### config.mk
export PLATFORM = sky130hd
export DESIGN_NAME = tcap_timer
export DESIGN_NICKNAME = d
export VERILOG_FILES = /design/src/tcap_pkg.sv /design/src/tcap_timer.sv
export SDC_FILE = /design/constraint.sdc
export NUM_CORES = 1
export LEC_CHECK = 0
export BUFFER_PORTS_ARGS = -buffer_cell sky130_fd_sc_hd__buf_4
export CAP_MARGIN = 10
export CELL_PAD_IN_SITES_DETAIL_PLACEMENT = 1
export CELL_PAD_IN_SITES_GLOBAL_PLACEMENT = 1
export CORE_ASPECT_RATIO = 0.9
export CORE_UTILIZATION = 38
export DETAILED_ROUTE_END_ITERATION = 16
export PLACE_DENSITY_LB_ADDON = 0.2
export SYNTH_ARGS = -nofsm -noshare
export SYNTH_HDL_FRONTEND = slang
export SYNTH_SLANG_ARGS = --single-unit
### constraint.sdc
create_clock -name clk -period 2.4 [get_ports clk]
set_clock_uncertainty 0.2 [all_clocks]
set_input_delay 0.48 -clock clk [delete_from_list [all_inputs] [get_ports clk]]
set_output_delay 0.48 -clock clk [all_outputs]
set_load 0.01 [all_outputs]
### src/tcap_pkg.sv
// Package with register offsets, field positions and reset values for the capture timer.
package tcap_pkg;

   // ************************************************************
   // Register offsets
   // ************************************************************
   localparam logic [3:0] OFF_CTRL_ONE = 4'h0;
   localparam logic [3:0] OFF_CTRL_TWO = 4'h1;
   localparam logic [3:0] OFF_STATUS = 4'h2;
   localparam logic [3:0] OFF_CAP1_HI = 4'h3;
   localparam logic [3:0] OFF_CAP1_LO = 4'h4;
   localparam logic [3:0] OFF_CNT_HI = 4'h8;
   localparam logic [3:0] OFF_CNT_LO = 4'h9;
   localparam logic [3:0] OFF_ALT_HI = 4'ha;
   localparam logic [3:0] OFF_ALT_LO = 4'hb;
   localparam logic [3:0] OFF_CAP2_HI = 4'hc;
   localparam logic [3:0] OFF_CAP2_LO = 4'hd;

   // ************************************************************
   // Field positions
   // ************************************************************
   localparam int CR1_CAP_IE = 7;
   localparam int CR1_OVF_IE = 5;
   localparam int CR1_EDGE1 = 1;
   localparam int CR2_CLK_HI = 3;
   localparam int CR2_CLK_LO = 2;
   localparam int CR2_EDGE2 = 1;
   localparam int CR2_EXT_EDGE = 0;
   localparam int SR_CAP1 = 7;
   localparam int SR_CAP2 = 6;
   localparam int SR_OVF = 5;

   // ************************************************************
   // Reset values and modes
   // ************************************************************
   localparam logic [15:0] COUNT_RELOAD = 16'hfffc;
   localparam logic [15:0] COUNT_MAX = 16'hffff;
   localparam logic [7:0] CTRL_RESET = 8'h00;
   localparam logic [1:0] CLK_DIV2 = 2'h0;
   localparam logic [1:0] CLK_DIV4 = 2'h1;
   localparam logic [1:0] CLK_DIV8 = 2'h2;
   localparam logic [1:0] CLK_EXT = 2'h3;
   localparam logic [2:0] EXT_SYNC_STAGES = 3'h4;

   // Register port request grouped together.
   typedef struct packed {
      logic [3:0] addr;
      logic [7:0] wdata;
      logic wr;
      logic rd;
   } tcap_req_t;

endpackage

### src/tcap_timer.sv
// Free-running 16-bit timer with overflow flag and two input-capture channels.
//
// Contract
// RULE_01: A free-running 16-bit up-counter, read as high and low bytes.
// RULE_02: Counter ticks at CPU clock divided by 2, 4 or 8 per clock select.
// RULE_03: Both clock-select bits one selects the external timer clock pin.
// RULE_04: External mode counts only on the edge chosen by the edge-select bit.
// RULE_05: External clock is synchronised to the CPU clock before counting.
// RULE_06: External clock leaves at least four CPU clocks between active edges.
// RULE_07: Alternate view returns same count; its low byte never clears overflow.
// RULE_08: Writing either low counter byte, or reset, loads FFFCh.
// RULE_09: High byte read latches low byte until low byte is read.
// RULE_10: After a completed sequence, a low-only read returns the live low byte.
// RULE_11: Overflow flag sets when counter wraps from FFFFh to 0000h.
// RULE_12: Overflow interrupt requested while enabled and global mask clear.
// RULE_13: Overflow flag clears after status read then main low byte access.
// RULE_14: Counter runs in wait, holds in halt, resumes after wake-up.
// RULE_15: Active capture edge copies counter to capture register and sets flag.
// RULE_16: Each capture channel has its own edge-select bit.
// RULE_17: One capture enable covers both channels, gated by global mask.
// RULE_18: Capture flag clears after status read then capture low byte access.
// RULE_19: An unbonded timer input reads constantly one.
// RULE_20: Capture high read blocks captures and flag until capture low read.
// RULE_21: Capture inputs are synchronised before edge detection.
//
// Design decisions made here: the strobed register port and the address map.
`timescale 1ns/100ps
module tcap_timer
   import tcap_pkg::*;
#(
   parameter bit CAP1_BONDED = 1'b1,
   parameter bit CAP2_BONDED = 1'b1,
   parameter bit EXT_BONDED = 1'b1
)
(
   input wire logic clk,
   input wire logic srst,
   input tcap_pkg::tcap_req_t req,
   output logic [7:0] rdata,
   input wire logic capture_input_one,
   input wire logic capture_input_two,
   input wire logic ext_timer_clock_pin,
   input wire logic cpu_irq_mask,
   input wire logic halt_mode,
   output logic timer_irq
);
   import tcap_pkg::*;

   logic [15:0] count;
   logic [7:0] control_reg_one;
   logic [7:0] control_reg_two;
   logic overflow_flag;
   logic [1:0] capture_flag_n;
   logic [15:0] cap_val [2];
   logic [1:0] cap_blocked;
   logic [7:0] low_latch;
   logic low_latched;
   logic ovf_armed;
   logic [1:0] cap_armed;
   logic [2:0] prescale;
   logic [2:0] ext_sync;
   logic [2:0] cap1_sync;
   logic [2:0] cap2_sync;
   logic [2:0] sync_warm;
   logic [1:0] timer_clock_select;
   logic tick;
   logic wrap;
   logic ext_edge;
   logic [1:0] cap_edge;
   logic [1:0] pin_now;
   logic [1:0] pin_old;
   logic [1:0] edge_sel;
   logic sr_read;
   logic main_lo_access;
   logic any_lo_write;
   logic [1:0] cap_lo_access;
   logic [1:0] cap_hi_read;
   logic [7:0] next_rdata;

   // ************************************************************
   // Input conditioning
   // ************************************************************

   // RULE_19 unbonded inputs one
   // Unbonded pins are forced high before the synchronisers.
   logic ext_pin;
   logic cap1_pin;
   logic cap2_pin;
   assign ext_pin = EXT_BONDED ? ext_timer_clock_pin : 1'b1;
   assign cap1_pin = CAP1_BONDED ? capture_input_one : 1'b1;
   assign cap2_pin = CAP2_BONDED ? capture_input_two : 1'b1;

   // RULE_05 external clock sync
   // RULE_21 capture input sync
   // Stage 0 feeds stage 1 only; edges are found between stages 1 and 2.
   always_ff @(posedge clk)
   begin
      if (srst)
      begin
         ext_sync <= 3'h7;
         cap1_sync <= 3'h7;
         cap2_sync <= 3'h7;
         sync_warm <= 3'h0;
      end
      else
      begin
         // The reset fill is not a pin sample, so edges wait until stage 2 holds one.
         sync_warm <= {sync_warm[1:0], 1'b1};
         ext_sync <= {ext_sync[1:0], ext_pin};
         cap1_sync <= {cap1_sync[1:0], cap1_pin};
         cap2_sync <= {cap2_sync[1:0], cap2_pin};
      end
   end

   // RULE_04 external edge select
   // Edge select one means rising, zero means falling, for all three inputs.
   // A pin that idles low would otherwise show a false falling edge after reset.
   assign ext_edge = sync_warm[2] && (control_reg_two[CR2_EXT_EDGE]
                                      ? (ext_sync[1] & ~ext_sync[2])
                                      : (~ext_sync[1] & ext_sync[2]));
   // RULE_16 per-channel edge select
   assign edge_sel = {control_reg_two[CR2_EDGE2], control_reg_one[CR1_EDGE1]};
   assign pin_now = {cap2_sync[1], cap1_sync[1]};
   assign pin_old = {cap2_sync[2], cap1_sync[2]};
   always_comb
   begin
      for (int i = 0; i < 2; i++)
      begin
         cap_edge[i] = sync_warm[2] &&
            (edge_sel[i] ? (pin_now[i] & ~pin_old[i]) : (~pin_now[i] & pin_old[i]));
      end
   end

   // ************************************************************
   // Prescaler and counter
   // ************************************************************

   assign timer_clock_select = control_reg_two[CR2_CLK_HI:CR2_CLK_LO];

   // Prescaler free-runs; halt freezes it so the count is held exactly.
   always_ff @(posedge clk)
   begin
      if (srst)
      begin
         prescale <= 3'h0;
      end
      else if (!halt_mode)
      begin
         prescale <= prescale + 3'h1;
      end
   end

   // RULE_02 divided clock tick
   // RULE_03 external clock select
   // RULE_14 halt holds count
   always_comb
   begin
      tick = 1'b0;
      if (!halt_mode)
      begin
         case (timer_clock_select)
            CLK_DIV2: tick = (prescale[0] == 1'b1);
            CLK_DIV4: tick = (prescale[1:0] == 2'h3);
            CLK_DIV8: tick = (prescale == 3'h7);
            default: tick = ext_edge;
         endcase
      end
   end

   // A reload in the same cycle means the counter never reached zero.
   assign wrap = tick && (count == COUNT_MAX) && !any_lo_write;

   // RULE_08 reload on low write
   // RULE_01 free running counter
   // A write to a low byte wins over a tick in the same cycle.
   always_ff @(posedge clk)
   begin
      if (srst)
      begin
         count <= COUNT_RELOAD;
      end
      else if (any_lo_write)
      begin
         count <= COUNT_RELOAD;
      end
      else if (tick)
      begin
         count <= count + 16'h0001;
      end
   end

   // ************************************************************
   // Access decode
   // ************************************************************

   assign sr_read = req.rd && (req.addr == OFF_STATUS);
   // RULE_07 alternate view no clear
   assign main_lo_access = (req.rd || req.wr) && (req.addr == OFF_CNT_LO);
   assign any_lo_write = req.wr && ((req.addr == OFF_CNT_LO) || (req.addr == OFF_ALT_LO));
   assign cap_lo_access[0] = (req.rd || req.wr) && (req.addr == OFF_CAP1_LO);
   assign cap_lo_access[1] = (req.rd || req.wr) && (req.addr == OFF_CAP2_LO);
   assign cap_hi_read[0] = req.rd && (req.addr == OFF_CAP1_HI);
   assign cap_hi_read[1] = req.rd && (req.addr == OFF_CAP2_HI);

   // Control registers; only the documented fields steer logic.
   always_ff @(posedge clk)
   begin
      if (srst)
      begin
         control_reg_one <= CTRL_RESET;
         control_reg_two <= CTRL_RESET;
      end
      else if (req.wr)
      begin
         if (req.addr == OFF_CTRL_ONE)
         begin
            control_reg_one <= req.wdata;
         end
         else if (req.addr == OFF_CTRL_TWO)
         begin
            control_reg_two <= req.wdata;
         end
      end
   end

   // RULE_09 high read latches low
   // RULE_10 live low after sequence
   // One latch serves both views, so mixing views still completes a sequence.
   always_ff @(posedge clk)
   begin
      if (srst)
      begin
         low_latch <= 8'h00;
         low_latched <= 1'b0;
      end
      else if (req.rd && ((req.addr == OFF_CNT_HI) || (req.addr == OFF_ALT_HI)))
      begin
         if (!low_latched)
         begin
            low_latch <= count[7:0];
         end
         low_latched <= 1'b1;
      end
      else if (req.rd && ((req.addr == OFF_CNT_LO) || (req.addr == OFF_ALT_LO)))
      begin
         low_latched <= 1'b0;
      end
   end

   // ************************************************************
   // Flags
   // ************************************************************

   // RULE_11 overflow flag set
   // RULE_13 two step clear
   // A wrap in the clearing cycle keeps the flag set.
   always_ff @(posedge clk)
   begin
      if (srst)
      begin
         overflow_flag <= 1'b0;
         ovf_armed <= 1'b0;
      end
      else
      begin
         if (wrap)
         begin
            overflow_flag <= 1'b1;
         end
         else if (ovf_armed && main_lo_access)
         begin
            overflow_flag <= 1'b0;
         end
         if (sr_read && overflow_flag)
         begin
            ovf_armed <= 1'b1;
         end
         else if (main_lo_access)
         begin
            ovf_armed <= 1'b0;
         end
      end
   end

   // RULE_15 capture copies counter
   // RULE_18 capture two step clear
   // RULE_20 high read blocks capture
   always_ff @(posedge clk)
   begin
      if (srst)
      begin
         capture_flag_n <= 2'h0;
         cap_armed <= 2'h0;
         cap_blocked <= 2'h0;
         cap_val[0] <= 16'h0000;
         cap_val[1] <= 16'h0000;
      end
      else
      begin
         for (int i = 0; i < 2; i++)
         begin
            if (cap_edge[i] && !cap_blocked[i])
            begin
               cap_val[i] <= count;
               capture_flag_n[i] <= 1'b1;
            end
            else if (cap_armed[i] && cap_lo_access[i])
            begin
               capture_flag_n[i] <= 1'b0;
            end
            if (sr_read && capture_flag_n[i])
            begin
               cap_armed[i] <= 1'b1;
            end
            else if (cap_lo_access[i])
            begin
               cap_armed[i] <= 1'b0;
            end
            if (cap_hi_read[i])
            begin
               cap_blocked[i] <= 1'b1;
            end
            else if (req.rd && cap_lo_access[i])
            begin
               cap_blocked[i] <= 1'b0;
            end
         end
      end
   end

   // ************************************************************
   // Read data and interrupt
   // ************************************************************

   // Unmapped offsets read as zero.
   always_comb
   begin
      next_rdata = 8'h00;
      if (req.addr == OFF_CTRL_ONE)
         next_rdata = control_reg_one;
      else if (req.addr == OFF_CTRL_TWO)
         next_rdata = control_reg_two;
      else if (req.addr == OFF_STATUS)
         next_rdata = {capture_flag_n[0], capture_flag_n[1], overflow_flag, 5'h00};
      else if ((req.addr == OFF_CNT_HI) || (req.addr == OFF_ALT_HI))
         next_rdata = count[15:8];
      else if ((req.addr == OFF_CNT_LO) || (req.addr == OFF_ALT_LO))
         next_rdata = low_latched ? low_latch : count[7:0];
      else if (req.addr == OFF_CAP1_HI)
         next_rdata = cap_val[0][15:8];
      else if (req.addr == OFF_CAP1_LO)
         next_rdata = cap_val[0][7:0];
      else if (req.addr == OFF_CAP2_HI)
         next_rdata = cap_val[1][15:8];
      else if (req.addr == OFF_CAP2_LO)
         next_rdata = cap_val[1][7:0];
   end

   // Read data stands only in the cycle after the strobe.
   always_ff @(posedge clk)
   begin
      if (srst)
         rdata <= 8'h00;
      else if (req.rd)
         rdata <= next_rdata;
      else
         rdata <= 8'h00;
   end

   // RULE_12 overflow interrupt gate
   // RULE_17 shared capture enable
   // Flags stay set while masked, so the request is pending until unmasked.
   always_ff @(posedge clk)
   begin
      if (srst)
         timer_irq <= 1'b0;
      else
         timer_irq <= !cpu_irq_mask &&
            ((overflow_flag && control_reg_one[CR1_OVF_IE]) ||
             ((|capture_flag_n) && control_reg_one[CR1_CAP_IE]));
   end

   // ************************************************************
   // Checks
   // ************************************************************

   a_reload_on_write: assert property (@(posedge clk) disable iff (srst) // RULE_08
      any_lo_write |=> count == COUNT_RELOAD)
      else $error("Low byte write did not reload counter.");

   a_wrap_sets_flag: assert property (@(posedge clk) disable iff (srst) // RULE_11
      wrap |=> overflow_flag && count == 16'h0000)
      else $error("Wrap did not set overflow flag.");

   a_alt_keeps_flag: assert property (@(posedge clk) disable iff (srst) // RULE_07
      (overflow_flag && req.rd && req.addr == OFF_ALT_LO && !main_lo_access) |=> overflow_flag)
      else $error("Alternate low read cleared overflow.");

   a_halt_holds: assert property (@(posedge clk) disable iff (srst) // RULE_14
      (halt_mode && !any_lo_write) |=> $stable(count))
      else $error("Counter moved during halt.");

   a_div8_spacing: assert property (@(posedge clk) disable iff (srst) // RULE_02
      (tick && timer_clock_select == CLK_DIV8 && !halt_mode) |=> !tick [*7])
      else $error("Divide by 8 ticked too often.");

   a_latch_frozen: assert property (@(posedge clk) disable iff (srst) // RULE_09
      (low_latched && !(req.rd && (req.addr == OFF_CNT_LO || req.addr == OFF_ALT_LO)))
      |=> $stable(low_latch) && low_latched)
      else $error("Latched low byte changed.");

   a_capture_block: assert property (@(posedge clk) disable iff (srst) // RULE_20
      cap_blocked[0] |=> $stable(cap_val[0]))
      else $error("Blocked capture channel updated.");

   a_capture_two_block: assert property (@(posedge clk) disable iff (srst) // RULE_20
      cap_blocked[1] |=> $stable(cap_val[1]) && !$rose(capture_flag_n[1]))
      else $error("Blocked capture channel two updated.");

   a_irq_gate: assert property (@(posedge clk) disable iff (srst) // RULE_12
      (overflow_flag && control_reg_one[CR1_OVF_IE] && !cpu_irq_mask) |=> timer_irq)
      else $error("Overflow interrupt not raised.");

endmodule

Word level (Yosys, flattened, before mapping)
Memory sizes are Yosys's and may differ from the RTL's.
Cells that the tools add are included.
{ "totals": {"regBits": 73, "mem_bits_rw": 32, "in_bits": 21, "output_inout_bits": 9, "memories": 1} }
{ "op_classes": {"n_addsub": 2, "n_eq_ne": 15, "n_mux": 44, "bitwise": 16, "n_reduce_logical": 51} }
{ "mem_list": {"columns": ["name", "words", "word_bits", "rd", "rd_clocked_by_memory_dff", "wr", "line_no", "source"], "rows": [
  ["cap_val", 2, 16, 2, 0, 2, "tcap_timer.sv:54", "logic [15:0] cap_val [2];"]
]} }
{ "ops": {"columns": ["operator", "count"], "rows": [
  ["$mux W8", 10],
  ["$mux W16", 2],
  ["$mux W1", 31],
  ["$logic_and A1 B1 Y1", 27],
  ["$eq A4 B4 Y1 const B", 6],
  ["$reduce_bool A2 Y1", 9],
  ["$add A16 B1 Y16 const B", 1],
  ["$eq A16 B16 Y1 const B", 1],
  ["$eq A4 B2 Y1 const B", 2],
  ["$not A1 Y1", 8],
  ["$and A1 B1 Y1", 6],
  ["$reduce_or A2 Y1", 3],
  ["$eq A2 B2 Y1 const B", 2],
  ["$eq A4 B1 Y1 const B", 1],
  ["$eq A4 B3 Y1 const B", 1],
  ["$logic_not A1 Y1", 4],
  ["$logic_not A4 Y1", 1],
  ["$logic_or A1 B1 Y1", 4],
  ["$add A3 B1 Y3 const B", 1],
  ["$eq A3 B3 Y1 const B", 1],
  ["$pmux W1 S3", 1],
  ["$reduce_and A3 Y1", 1],
  ["$eq A2 B1 Y1 const B", 1],
  ["$logic_not A2 Y1", 1],
  ["other kinds (2)", 3]
]} }

Logic depth before layout (Yosys ltp)
{ "logic_depth": {"ltp_word": 10, "ltp_mapped": 7, "depth_no_buf": 6} }

Worst setup path before layout
Ideal clock, no wire load.
{ "synth_path": {"path_kind": "register -> register", "start": "register prescale[0]", "end": "register overflow_flag", "arrival_time_ns": 1.768, "required_ns": 2.084, "path_slack_ns": 0.316, "path_stages_with_launch": 8, "period_less_slack_ns": 2.084, "path_cell_list": "dfxtp_1 ha_1 ha_1 mux2_2 a21oi_2 buf_2 a21oi_1 a31o_2"} }
{ "synth_via": {"elab_chain_cells": 6} }
{ "synth_rtl": {"columns": ["item", "line_no", "source"], "rows": [
  ["start, declared", "tcap_timer.sv:60", "logic [2:0] prescale;"],
  ["start signal, assigned", "tcap_timer.sv:149", "prescale <= prescale + 3'h1;"],
  ["$eq A3 B3 Y1 / $eq A2 B2 Y1 (equally long branches)", "tcap_timer.sv:164, tcap_timer.sv:163", null],
  ["$pmux W1 S3 *", "tcap_timer.sv:161", "case (timer_clock_select)"],
  ["$mux W1 *", "tcap_timer.sv:159", "if (!halt_mode)"],
  ["$logic_and A1 B1 Y1 * (2 in series)", "tcap_timer.sv:171", "assign wrap = tick && (count == COUNT_MAX) && !any_lo_write;"],
  ["$mux W1 / $reduce_bool A2 Y1 (equally long branches)", null, null],
  ["end signal, assigned", "tcap_timer.sv:261", "overflow_flag <= 1'b0;"],
  ["end signal, assigned", "tcap_timer.sv:268", "overflow_flag <= 1'b1;"],
  ["end signal, assigned", "tcap_timer.sv:272", "overflow_flag <= 1'b0;"],
  ["end, declared", "tcap_timer.sv:52", "logic overflow_flag;"]
]} }
Mark *: on every way between the ends. The rest lies on a longest branch, timed or not.
A chain may end at the register's enable or synchronous reset.

Worst setup path in the final report
{ "layout_path": {"start": "register prescale[0]", "end": "register count[11]"} }
{ "layout_via": {"elab_chain_cells": 3} }
{ "layout_rtl": {"columns": ["item", "line_no", "source"], "rows": [
  ["$eq A3 B3 Y1 / $eq A2 B2 Y1 (equally long branches)", "tcap_timer.sv:164, tcap_timer.sv:163", null],
  ["$pmux W1 S3 *", "tcap_timer.sv:161", null],
  ["$mux W1 *", "tcap_timer.sv:159", null],
  ["end signal, assigned", "tcap_timer.sv:188", "count <= count + 16'h0001;"],
  ["end, declared", "tcap_timer.sv:49", "logic [15:0] count;"]
]} }
Marked as above.

==> results.toml <==
[status]
status = "completed"

[floorplanning]
pin_count = 30
die_w_um = 121
die-area_mm2 = 0.0133
dieHeight_um = 110
coreArea_mm2 = 0.0123
std_cell_rows = 38
initial_core_util_pct = 39.8

[timing]
hold_viol_final = 0
fin_crit_ns = 2.13
tightest_slew_ns = 0.692
relSlewSlack_pct = 53.9
max_freq_ghz = 0.469
drv_slew = 0
rsz0062_at_grt = "no"
setup_viol = 0
fin_ws_ns = 0.268
fin_setup_tns_ns = 0
post-route-period-util_pct = 88.8

[clock_tree]
clk_latency_ns = 0.35
clk_path_buf_depth = 2
cts_tree = "built"
cts_resized = 0
holdBufCountCts = 0
ctsHtreeMaxLevel = 3
clkSinkCount = 105
cts-root-buf = "clkbuf_16"
cts_buffers = 9
postCtsSetupRepairBufs = 0
clk_pin_slew_ns = 0.07

[worst_setup_path]
r2r-end = "count[11]"
crit_start = "prescale[0]"
crit_path_start_kind = "register"
endpoint_kind = "register"
crit_chain = "ha_1 -> nor4bb_1 -> a21oi_2 -> buf_4 -> a2111oi_2 -> mux2i_1"
ff2ff_setup_slack_ns = 0.27
worstRegToRegCells = 6
max_stage_delay_ns = 0.45
cp.required_ns = 2.49
crit_type = "reg2reg"
slowest_stage = "nor4bb_1"
worstPathMaxFanout = 14
r2r-start = "prescale[0]"
path_delay_family = "simple AND/OR/NAND/NOR gates"
cp.arrival_ns = 2.22
path_buf_inv = 1

[layout]
seqCellArea_mm2 = 0.00242
antenna_cells = 0
final_nets = 543
final_common_cell = "dfxtp_1"
layout_common_cells = "dfxtp_1 (73), nor2_1 (56), buf_4 (53), mux2i_1 (49), edfxtp_1 (32)"
drive_above_1_share_pct = 19.7
multiInputGateArea_mm2 = 0.00230
syn_to_final_growth_pct = 15.2
fillCellCount = 1412

[placement]
pre_cts_slack_ns = 0.160
place_congestion = 0.793
post-dp-hpwl_um = 9870
io_buffers = 29

[pwr]
irDropWorstVdd_v = 0.000325
powerDensity_mw_per_mm2 = 645
leakage_uw = 0.00219

[worst_hold_path]
hp-start = "cpu_irq_mask"
hold_class = "in2reg"
hold_depth = 2
worstHoldEndpoint = "timer_irq"

[global_route]
antenna_found_initial = 0
grt-ovfl-total = 0
grt_pass1_wl_um = 21500
grt_pass1_vias = 3901
grt_max_degree = 41
grtUsageTotal_pct = 22.2

[logic_synthesis]
yosysSeqAreaShare_pct = 49.6
synth_cells = 487
ys_warn_count = 0
synth_area_leader_cell = "dfxtp_1"
synth_top_area_share_pct = 29.9
syn_avg_cell_area_um2 = 10.0
synth_area_mm2 = 0.00488
synth_nets = 511
synth_edf_count = 32
synth_cell_type_count = 54
synth_flop_cell = "dfxtp_1"
synth.top_cells.by_area = "dfxtp_1 (30%), edfxtp_1 (20%), mux2i_1 (10%)"
async_reset_ff_share_pct = 0
synth_seq_cells = 105

[route]
vias = 3746
via_per_inst = 5.48
wirelength_um = 13700
drt_iter0_drc = 206
drc = 0
final_antenna_net_count = 0
wire_per_inst_um = 20.1
drtPass1Iterations = 4

[flow_run]
maxCapViolations = 0
-- cell usage after synthesis (2+ instances only) --
cell type  count
o211ai_1       2
ha_1           3
nand3b_1       2
nor2_1        56
or2_2          9
mux2i_1       49
nand4_1        4
and4_1         2
and4b_1        2
nand2b_1       7
and2_1        30
a211oi_2       2
or4_1          5
buf_2         10
buf_1          2
nand2_1       25
nor3b_1        6
nor2b_1       13
a21bo_2        5
o21ai_0       15
mux2_2         5
inv_1          7
a31o_2         2
o211a_1        2
a21o_1         2
clkbuf_1      19
edfxtp_1      32
nand3_1       13
a21oi_1       30
a22oi_1        4
dfxtp_1       73
a31oi_1        2
a211o_1        2
a32oi_1        3
a2111oi_2      2
nor3_1         2
a211oi_1      12
o22ai_1        5
or3b_2         5
and3b_1        2
-- state kept, by name, indices dropped and copies added (netlist names), 2 cells and up --
signal           count
sync_warm            3
low_latch            8
count               16
rdata                8
ext_sync             3
cap_blocked          2
cap1_sync            3
control_reg_two      8
cap2_sync            3
prescale             3
control_reg_one      8
cap_val             32
capture_flag_n       2
cap_armed            2
-- stage by stage --
step | utilization [%] | hold WS, ns | area (µm²) | power [µW] | instances
finish | 45.8 | 0.0727 | 5620 | 3630 | 684
global route | 45.8 | 0.0676 | 5620 | 3770 | 684
CTS | 45.8 | 0.0548 | 5620 | 3670 | 684
detailed placement | 43.5 | 0.198 | 5340 | 2260 | 668
global placement | 43.5 | 0.193 | 5340 | 2250 | 668
floorplan | - | 0.189 | 4880 | 2130 | 487
-- worst reg2reg max path, cell delays in order, from the launching register on --
cell,delay (ns)
dfxtp_1,0.38
ha_1,0.19
nor4bb_1,0.45
a21oi_2,0.05
buf_4,0.21
a2111oi_2,0.37
mux2i_1,0.22
-- power breakdown --
part           switching, µW  leakage [µW]  total (µW)  internal (µW)
combinational            184       0.00112         318            134
sequential              28.0      0.000927        1900           1880
clock                    635      0.000143        1400            767
total                    848       0.00219        3630           2780
-- cells by family (layout without fill, tap and decap cells) --
kind of cell	after synthesis	count (layout)	share of synthesized area, %
adder cells (fa/ha/maj)	3	3	0.769
XOR/XNOR	1	1	0.179
AND/OR/NAND/NOR	186	186	20.4
buffers and inverters	39	76	3.41
multiplexers	55	55	11.7
flip-flops	105	105	49.6
AO/OA/AOI/OAI	98	98	14.0
-- area by class of cell --
type                            instances  share of cell area, %
Sequential cell                       105                   43.1
Multi-Input combinational cell        343                   40.9
Timing Repair Buffer                   53                   7.07
Clock buffer                           13                   4.69
Tap cell                              160                   3.56
Inverter                                7                  0.467
Clock inverter                          3                  0.267
-- worst max-delay path by stage --
stage / end / slack [ns] / depth (start not counted)
2_1_floorplan: overflow_flag / 0.32 / 7
3_3_place_gp: cap_val[0][30] / 0.21 / 4
3_5_place_dp: cap_val[0][9] / 0.16 / 4
4_1_cts: cap_val[0][19] / 0.12 / 4
5_1_grt: count[11] / 0.15 / 6
6_report: count[11] / 0.27 / 6
-- routing by layer --
metal  routed length, µm  global-route usage, %  part of all wire, %
met5                   0                      0                    0
met3                 458                   4.41                  3.3
met1                6430                   28.7                   47
met4                 302                   8.91                  2.2
met2                6530                   36.4                   48
(Power assumes the default switching activity.)
